**src/design/cscc_pkg.sv**
```systemverilog
// constants shared by the cpu clock select control design
package cscc_pkg;

    // ------------------------------------------------------------------
    // register map (byte addresses, one aligned word each)
    // ------------------------------------------------------------------
    localparam logic [31:0] ADDR_PROCESSOR_CLOCK_CONTROL = 32'hFFFFF828;
    localparam logic [31:0] ADDR_INTERNAL_OSC_MODE       = 32'hFFFFF830;
    localparam logic [31:0] ADDR_CPU_CLOCK_SOURCE_STATUS = 32'hFFFFF834;
    localparam logic [31:0] ADDR_PROTECTION_COMMAND      = 32'hFFFFF800;

    // ------------------------------------------------------------------
    // reset values
    // ------------------------------------------------------------------
    localparam logic [7:0] RST_PROCESSOR_CLOCK_CONTROL = 8'h03;
    localparam logic [7:0] RST_INTERNAL_OSC_MODE       = 8'h00;
    localparam logic [7:0] RST_CPU_CLOCK_SOURCE_STATUS = 8'h00;

    // ------------------------------------------------------------------
    // field positions
    // ------------------------------------------------------------------
    localparam int BIT_SUB_FEEDBACK_RESISTOR_OFF  = 7;
    localparam int BIT_MAIN_OSC_STOP              = 6;
    localparam int BIT_MAIN_FEEDBACK_RESISTOR_OFF = 5;
    localparam int BIT_CPU_ON_SUBCLOCK_STATUS     = 4;
    localparam int BIT_SUBCLOCK_SELECT            = 3;
    localparam int BIT_INTERNAL_OSC_STOP          = 0;
    localparam int BIT_INTERNAL_OSC_FALLBACK_FLAG = 0;

    // ------------------------------------------------------------------
    // divider selector codes (bits 2..0 while subclock_select is 0)
    // ------------------------------------------------------------------
    localparam logic [2:0] DIV_SEL_MAX      = 3'h5;
    localparam int         DIV_CNT_W        = 5;

    typedef enum logic [1:0] {
        CSCC_REG_CTRL = 2'b00,
        CSCC_REG_MODE = 2'b01,
        CSCC_REG_STAT = 2'b10,
        CSCC_REG_NONE = 2'b11
    } cscc_reg_t;

endpackage

```
**src/design/cscc_div_if.sv**
```systemverilog
// carrier between the clock selector and its main clock prescaler
`timescale 1ns/1ps
`default_nettype none
interface cscc_div_if;
    logic [2:0] div_sel;
    logic       run;
    logic       tick;

    modport ctrl (output div_sel, output run, input tick);
    modport div  (input div_sel, input run, output tick);
endinterface
`default_nettype wire

```
**src/design/cscc_prescaler.sv**
```systemverilog
// main clock prescaler: one tick every 2**div_sel cycles
`timescale 1ns/1ps
`default_nettype none
module cscc_prescaler (
    input  wire logic clk_i,
    input  wire logic rst_i,
    cscc_div_if.div   div_port
);

    logic [cscc_pkg::DIV_CNT_W-1:0] cnt;
    logic [cscc_pkg::DIV_CNT_W-1:0] next_cnt;
    logic [cscc_pkg::DIV_CNT_W-1:0] limit;
    logic                           tick;
    logic                           next_tick;

    always_comb begin
        limit = cscc_pkg::DIV_CNT_W'((32'h1 << div_port.div_sel) - 32'h1);
        next_cnt  = cnt;
        next_tick = 1'b0;
        if (!div_port.run) begin
            // a stopped main clock yields no ticks and restarts cleanly
            next_cnt = '0;
        end else if (cnt >= limit) begin
            next_cnt  = '0;
            next_tick = 1'b1;
        end else begin
            next_cnt = cnt + cscc_pkg::DIV_CNT_W'(1);
        end
    end

    always_ff @(posedge clk_i) begin
        if (rst_i) begin
            cnt  <= '0;
            tick <= 1'b0;
        end else begin
            cnt  <= next_cnt;
            tick <= next_tick;
        end
    end

    assign div_port.tick = tick;

endmodule
`default_nettype wire

```
**src/design/cscc_top.sv**
```systemverilog
// cpu clock select control: clock control registers on classic wishbone
//
// Notes on behaviour
// - control register writes need the protection sequence
// - control register resets to 03H
// - bit 6 requests main oscillator stop
// - main oscillator stops only after subclock switch
// - bit 7 turns subclock feedback resistor off
// - bit 5 turns main feedback resistor off
// - bit 4 read-only, shows cpu on subclock
// - selector decodes divide 1..32, 011x prohibited, 1xxx sub
// - switch to subclock within one subclock period
// - return to main within one subclock period
// - internal oscillator mode resets 00H, bit0 stops
// - fallback flag keeps internal oscillator running
// - status register read-only, flag shows internal clock
// - watchdog overflow in stabilization sets fallback flag
// - registers accept byte and single-bit accesses
// - main stop only on subclock; deep stop stops too
// - selected divided clock drives cpu and system clock
//
// Local design decision: the Wishbone interface to the registers.
`timescale 1ns/1ps
`default_nettype none
module cscc_top (
    input  wire logic        clk_i,
    input  wire logic        rst_i,
    input  wire logic [31:0] adr_i,
    input  wire logic [31:0] dat_i,
    input  wire logic [3:0]  sel_i,
    input  wire logic        we_i,
    input  wire logic        cyc_i,
    input  wire logic        stb_i,
    output logic      [31:0] dat_o,
    output logic             ack_o,
    input  wire logic        sub_tick_i,
    input  wire logic        osc_stab_i,
    input  wire logic        wdt_overflow_i,
    input  wire logic        deep_stop_i,
    output logic             cpu_clk_en_o,
    output logic             cpu_on_subclock_o,
    output logic             main_osc_enable_o,
    output logic             main_feedback_resistor_off_o,
    output logic             sub_feedback_resistor_off_o,
    output logic             internal_osc_enable_o,
    output logic             internal_osc_fallback_o
);

    // ------------------------------------------------------------------
    // address decode, shared by the read and the write path
    // ------------------------------------------------------------------
    function automatic cscc_pkg::cscc_reg_t reg_decode(
        input logic [31:0] adr
    );
        cscc_pkg::cscc_reg_t r;
        r = cscc_pkg::CSCC_REG_NONE;
        if (adr == cscc_pkg::ADDR_PROCESSOR_CLOCK_CONTROL) begin
            r = cscc_pkg::CSCC_REG_CTRL;
        end else if (adr == cscc_pkg::ADDR_INTERNAL_OSC_MODE) begin
            r = cscc_pkg::CSCC_REG_MODE;
        end else if (adr == cscc_pkg::ADDR_CPU_CLOCK_SOURCE_STATUS) begin
            r = cscc_pkg::CSCC_REG_STAT;
        end
        return r;
    endfunction

    // ------------------------------------------------------------------
    // state
    // ------------------------------------------------------------------
    logic [3:0]  clock_sel;
    logic [2:0]  div_applied;
    logic        main_osc_stop;
    logic        main_fb_off;
    logic        sub_fb_off;
    logic        on_sub;
    logic        internal_osc_stop;
    logic        fallback;
    logic        armed;
    logic [3:0]  next_clock_sel;
    logic [2:0]  next_div_applied;
    logic        next_main_osc_stop;
    logic        next_main_fb_off;
    logic        next_sub_fb_off;
    logic        next_on_sub;
    logic        next_internal_osc_stop;
    logic        next_fallback;
    logic        next_armed;
    logic        next_ack;
    logic [31:0] next_dat;
    logic        next_cpu_clk_en;
    logic        next_main_osc_enable;
    logic        next_internal_osc_enable;

    logic                access;
    logic                wr_low;
    cscc_pkg::cscc_reg_t target;
    logic [7:0]          pcc_rd;
    logic [7:0]          wbyte;

    cscc_div_if div_bus ();

    cscc_prescaler u_prescaler (
        .clk_i    (clk_i),
        .rst_i    (rst_i),
        .div_port (div_bus.div)
    );

    assign div_bus.div_sel = div_applied;
    assign div_bus.run     = main_osc_enable_o;

    // ------------------------------------------------------------------
    // bus slave: one request cycle, ack the following cycle
    // ------------------------------------------------------------------
    always_comb begin
        access = cyc_i && stb_i && !ack_o;
        // only byte lane 0 holds register bits; other lanes are ignored
        wr_low = access && we_i && sel_i[0];
        target = reg_decode(adr_i);
        wbyte  = dat_i[7:0];
        pcc_rd = '0;
        pcc_rd[cscc_pkg::BIT_SUB_FEEDBACK_RESISTOR_OFF]  = sub_fb_off;
        pcc_rd[cscc_pkg::BIT_MAIN_OSC_STOP]              = main_osc_stop;
        pcc_rd[cscc_pkg::BIT_MAIN_FEEDBACK_RESISTOR_OFF] = main_fb_off;
        pcc_rd[cscc_pkg::BIT_CPU_ON_SUBCLOCK_STATUS]     = on_sub;
        pcc_rd[3:0] = clock_sel;

        next_ack = access;
        next_dat = dat_o;
        if (access && !we_i) begin
            // single-bit reads are byte reads; unmapped reads give zero
            case (target)
                cscc_pkg::CSCC_REG_CTRL: begin
                    next_dat = {24'h000000, pcc_rd};
                end
                cscc_pkg::CSCC_REG_MODE: begin
                    next_dat = '0;
                    next_dat[cscc_pkg::BIT_INTERNAL_OSC_STOP] =
                        internal_osc_stop;
                end
                cscc_pkg::CSCC_REG_STAT: begin
                    next_dat = '0;
                    next_dat[cscc_pkg::BIT_INTERNAL_OSC_FALLBACK_FLAG] =
                        fallback;
                end
                default: begin
                    next_dat = '0;
                end
            endcase
        end
    end

    // ------------------------------------------------------------------
    // protection sequence and register writes
    // ------------------------------------------------------------------
    always_comb begin
        next_armed             = armed;
        next_clock_sel         = clock_sel;
        next_div_applied       = div_applied;
        next_main_osc_stop     = main_osc_stop;
        next_main_fb_off       = main_fb_off;
        next_sub_fb_off        = sub_fb_off;
        next_internal_osc_stop = internal_osc_stop;

        // any access other than the protection write drops the key
        if (access) begin
            next_armed = wr_low &&
                (adr_i == cscc_pkg::ADDR_PROTECTION_COMMAND);
        end

        if (wr_low && target == cscc_pkg::CSCC_REG_CTRL && armed) begin
            next_sub_fb_off =
                wbyte[cscc_pkg::BIT_SUB_FEEDBACK_RESISTOR_OFF];
            next_main_osc_stop =
                wbyte[cscc_pkg::BIT_MAIN_OSC_STOP];
            next_main_fb_off =
                wbyte[cscc_pkg::BIT_MAIN_FEEDBACK_RESISTOR_OFF];
            next_clock_sel = wbyte[3:0];
            // prohibited 011x keeps the old ratio instead of guessing one
            if (!wbyte[cscc_pkg::BIT_SUBCLOCK_SELECT] &&
                wbyte[2:0] <= cscc_pkg::DIV_SEL_MAX) begin
                next_div_applied = wbyte[2:0];
            end
        end

        if (wr_low && target == cscc_pkg::CSCC_REG_MODE) begin
            next_internal_osc_stop =
                wbyte[cscc_pkg::BIT_INTERNAL_OSC_STOP];
        end
    end

    // ------------------------------------------------------------------
    // clock source switching and oscillator control
    // ------------------------------------------------------------------
    always_comb begin
        // the change lands on the next subclock edge, so never later
        // than one subclock period after the select bit moves
        next_on_sub = on_sub;
        if (sub_tick_i) begin
            next_on_sub = clock_sel[cscc_pkg::BIT_SUBCLOCK_SELECT];
        end

        // sticky until reset; nothing in software clears it
        next_fallback = fallback ||
            (osc_stab_i && wdt_overflow_i);

        // stop request is held off while the cpu still needs the main clock
        next_main_osc_enable = !(deep_stop_i ||
            (main_osc_stop && on_sub));

        next_internal_osc_enable = !internal_osc_stop || fallback;

        // divided main clock or subclock paces the cpu and system clock
        if (deep_stop_i) begin
            next_cpu_clk_en = 1'b0;
        end else if (on_sub) begin
            next_cpu_clk_en = sub_tick_i;
        end else begin
            next_cpu_clk_en = div_bus.tick;
        end
    end

    // ------------------------------------------------------------------
    // registers
    // ------------------------------------------------------------------
    always_ff @(posedge clk_i) begin
        if (rst_i) begin
            clock_sel         <= cscc_pkg::RST_PROCESSOR_CLOCK_CONTROL[3:0];
            div_applied       <= cscc_pkg::RST_PROCESSOR_CLOCK_CONTROL[2:0];
            main_osc_stop     <= cscc_pkg::RST_PROCESSOR_CLOCK_CONTROL[
                                     cscc_pkg::BIT_MAIN_OSC_STOP];
            main_fb_off       <= cscc_pkg::RST_PROCESSOR_CLOCK_CONTROL[
                                     cscc_pkg::BIT_MAIN_FEEDBACK_RESISTOR_OFF];
            sub_fb_off        <= cscc_pkg::RST_PROCESSOR_CLOCK_CONTROL[
                                     cscc_pkg::BIT_SUB_FEEDBACK_RESISTOR_OFF];
            on_sub            <= cscc_pkg::RST_PROCESSOR_CLOCK_CONTROL[
                                     cscc_pkg::BIT_CPU_ON_SUBCLOCK_STATUS];
            internal_osc_stop <= cscc_pkg::RST_INTERNAL_OSC_MODE[
                                     cscc_pkg::BIT_INTERNAL_OSC_STOP];
            fallback          <= cscc_pkg::RST_CPU_CLOCK_SOURCE_STATUS[
                                     cscc_pkg::BIT_INTERNAL_OSC_FALLBACK_FLAG];
            armed             <= 1'b0;
            ack_o             <= 1'b0;
            dat_o             <= '0;
            cpu_clk_en_o      <= 1'b0;
            main_osc_enable_o <= 1'b1;
            internal_osc_enable_o <= 1'b1;
        end else begin
            clock_sel         <= next_clock_sel;
            div_applied       <= next_div_applied;
            main_osc_stop     <= next_main_osc_stop;
            main_fb_off       <= next_main_fb_off;
            sub_fb_off        <= next_sub_fb_off;
            on_sub            <= next_on_sub;
            internal_osc_stop <= next_internal_osc_stop;
            fallback          <= next_fallback;
            armed             <= next_armed;
            ack_o             <= next_ack;
            dat_o             <= next_dat;
            cpu_clk_en_o      <= next_cpu_clk_en;
            main_osc_enable_o <= next_main_osc_enable;
            internal_osc_enable_o <= next_internal_osc_enable;
        end
    end

    // mirrors are registered from the next-state values, so they track the state flops with no lag
    always_ff @(posedge clk_i) begin
        if (rst_i) begin
            cpu_on_subclock_o            <= 1'b0;
            main_feedback_resistor_off_o <= 1'b0;
            sub_feedback_resistor_off_o  <= 1'b0;
            internal_osc_fallback_o      <= 1'b0;
        end else begin
            cpu_on_subclock_o            <= next_on_sub;
            main_feedback_resistor_off_o <= next_main_fb_off;
            sub_feedback_resistor_off_o  <= next_sub_fb_off;
            internal_osc_fallback_o      <= next_fallback;
        end
    end

endmodule
`default_nettype wire

```
**config.mk**
```make
export PLATFORM = sky130hd
export DESIGN_NAME = cscc_top
export DESIGN_NICKNAME = d
export VERILOG_FILES = /design/src/design/cscc_pkg.sv /design/src/design/cscc_div_if.sv /design/src/design/cscc_prescaler.sv /design/src/design/cscc_top.sv
export SDC_FILE = /design/constraint.sdc
export NUM_CORES = 1
export LEC_CHECK = 0
export ABC_CLOCK_PERIOD_IN_PS = 4550
export BUFFER_PORTS_ARGS = -buffer_cell sky130_fd_sc_hd__buf_2
export CORE_MARGIN = 3
export CORE_UTILIZATION = 41
export DETAILED_ROUTE_END_ITERATION = 16
export PLACE_DENSITY = 0.91
export REMOVE_ABC_BUFFERS = 1
export SLEW_MARGIN = 10
export SYNTH_ARGS = -nofsm -noshare
export SYNTH_HDL_FRONTEND = slang
export SYNTH_SLANG_ARGS = --single-unit
```
**constraint.sdc**
```tcl
create_clock -name clk_i -period 4.55 [get_ports clk_i]
set_input_delay 0.2275 -clock clk_i [delete_from_list [all_inputs] [get_ports clk_i]]
set_output_delay 0.2275 -clock clk_i [all_outputs]
set_load 0.02 [all_outputs]
```
==> reports/results.ini <==
[status]
outcome=complete, no violations

[cts]
cts_buffers=5
cts_tree=yes
clk_pin_slew_ns=0.07
h-tree-depth=2
clockBufferDepth=2
root_buffer=clkbuf_8
postCtsHoldBufs=0
post-cts-setup-buffers=0
clk_latency_ns=0.28
cts_resized=0
clock_sinks=32

[cells_and_area]
diodes=0
design_area_sq_um=2060
final_common_cell=buf_2
drive_gt1_share_pct=32.4
nNetsFinal=332
layout_common_cells=buf_2, dfxtp_1, conb_1
syn2layout_area_growth_pct=22.5

[place]
routabilityCongestion=0.771
io_buffer_count=64
hpwlAfterDp_um=2900
place_area_sq_um=1950

[routing]
dr.pass1.iters=4
vias=1475
via_per_inst=4.95
routedWlPerCell_um=12.1
drtAntennaViolNets=0
drc_errors=0
wirelength_um=3590
drt_iter0_markers=71

[die]
die_y_um=70.1
die_w_um=70.1
coreArea_sq_um=3800
start_util_pct=44.4
num_io_pins=117
die-area_sq_um=4920
rows=22

[critical_path]
path_common_cell=a21o_1
worstPathRequired_ns=4.77
crit_type=register to register
crit_arrival_ns=2.35
cp-start-kind=register
crit_path_end_kind=register
cp_max_fo=5
crit_path_max_incr_delay_ns=0.45
crit_chain=or3_1, ha_1, nand2b_1, a21o_1, a21o_1, o41a_1, nor2_1
slowest_stage=o41a_1

[hold_path]
min_path_type=primary input to register

[logic_synthesis]
yosysUniqueCellTypes=41
synth-seq-area-share_pct=38.0
ys_seq_elements=32
yosys_warnings=0
synth_area_sq_um=1690
syn-instance-count=182
syn_avg_cell_area_sq_um=9.26

[pwr]
peakVddDrop_mv=0.111
power_mw=0.621
p_per_area_nw_per_um2=301
leakagePower_nw=1.07

[timing]
min_period_ns=2.13
rsz0062_at_grt=no
hold_violations=0
maxSlewViolCount=0
fmax_ghz=0.470
setup_tns_ns=0
setup_viol_count_final=0
timing.clock.skew_ns=0.00427
finalCritPeriodShare_pct=46.8

[global_routing]
antenna_found_initial=0
grt_pass1_wl_um=5890
grt_remaining_overflow=0
grt_pass1_vias=1383
grt_max_degree=22
grt_usage_pct=15.0

[flow_run]
cap_violations=0

worst max-delay path: cells and delay by family (launching register included):
kind                       cells  cell delay [ns]
adders and majority gates      1             0.27
DFF                            1             0.34
AOI/OAI and AO/OA              3             0.82
and+or+nand+nor                3             0.65
report_power, final:
group	switching, mW	total [mW]	internal [mW]	leakage, nW
logic	0.0440	0.0686	0.0246	0.752
clock network	0.104	0.266	0.162	0.0541
registers	0.00278	0.286	0.283	0.259
metrics by stage:
step / hold WS, ns / instances / setup WS (ns) / utilization [%]
after detailed placement: 0.392 / 290 / 2.41 / 51.4
after global routing: 0.117 / 298 / 2.33 / 54.3
final: 0.118 / 298 / 2.42 / 54.3
after floorplan: 0.297 / 178 / 2.58 / -
after global placement: 0.384 / 290 / 2.48 / 51.4
after CTS: 0.108 / 298 / 2.40 / 54.3
kinds of logic after synthesis:
| logic type | after synthesis | synth area share [%] |
|---|---|---|
| AOI/OAI and AO/OA | 27 | 11.4 |
| xor gates and xnor gates | 3 | 1.56 |
| adders and majority gates | 6 | 4.45 |
| buffers and inverters | 34 | 13.4 |
| DFF | 32 | 38.0 |
| muxes | 10 | 5.94 |
| other | 1 | 0.223 |
| and+or+nand+nor | 69 | 25.1 |
worst paths after layout:
path | slack [ns] | to | cells after the start | from
worst max register to register | 2.42 | u_prescaler.cnt[0] | 7 | div_applied[0]
worst min-delay path | 0.12 | cpu_clk_en_o | 2 | deep_stop_i
worst min register to register | 0.40 | internal_osc_enable_o | 1 | internal_osc_stop
worst max-delay path | 2.42 | u_prescaler.cnt[0] | 7 | div_applied[0]
cell type report:
cell class | count | area [sq um]
Clock buffer | 5 | 68.8
Clock inverter | 3 | 42.5
Fill cell | 348 | 1730
Inverter | 7 | 26.3
Multi-Input combinational cell | 139 | 906
Sequential cell | 32 | 641
Tap cell | 48 | 60.1
Timing Repair Buffer | 64 | 320
sequential cells by signal, indices dropped and copies added (netlist names), 3 cells and up:
signal,cells
clock_sel,4
u_prescaler.cnt,5
dat_o,8
div_applied,3
layer usage:
layer  part of all wire (%)  global-route usage (%)  up-vias
met5                      0                       0        -
met1                     40                    16.2      680
met3                    9.0                    5.61        8
met2                     49                    25.2       60
met4                    1.8                    8.09        0
li1                       -                       -      727
cells in the mapped netlist (all sizes together):
master	n	area share, %
nand4b	3	3.3
xnor2	1	0.52
a21o	5	2.2
a211o	2	1.0
o41a	1	0.67
or3	3	1.1
clkbuf	2	0.45
a31oi	1	0.37
nand2b	2	0.74
o21ai	1	0.30
o31ai	2	0.89
nor4	5	3.1
and3	1	0.37
nand3	6	1.8
buf	25	11
a2111oi	1	0.52
nor3	3	1.2
nand3b	1	0.45
a211oi	1	0.45
o211ai	1	0.45
nand4	6	3.1
nor2	23	5.1
a22o	4	2.1
a21oi	8	2.4
conb	1	0.22
nand2	11	2.4
xor2	2	1.0
inv	7	1.6
and4	2	1.2
and2	1	0.37
mux2i	10	5.9
or2	2	0.74
dfxtp	32	38
ha	6	4.5
Note: power is estimated with default switching activity, not from simulation.
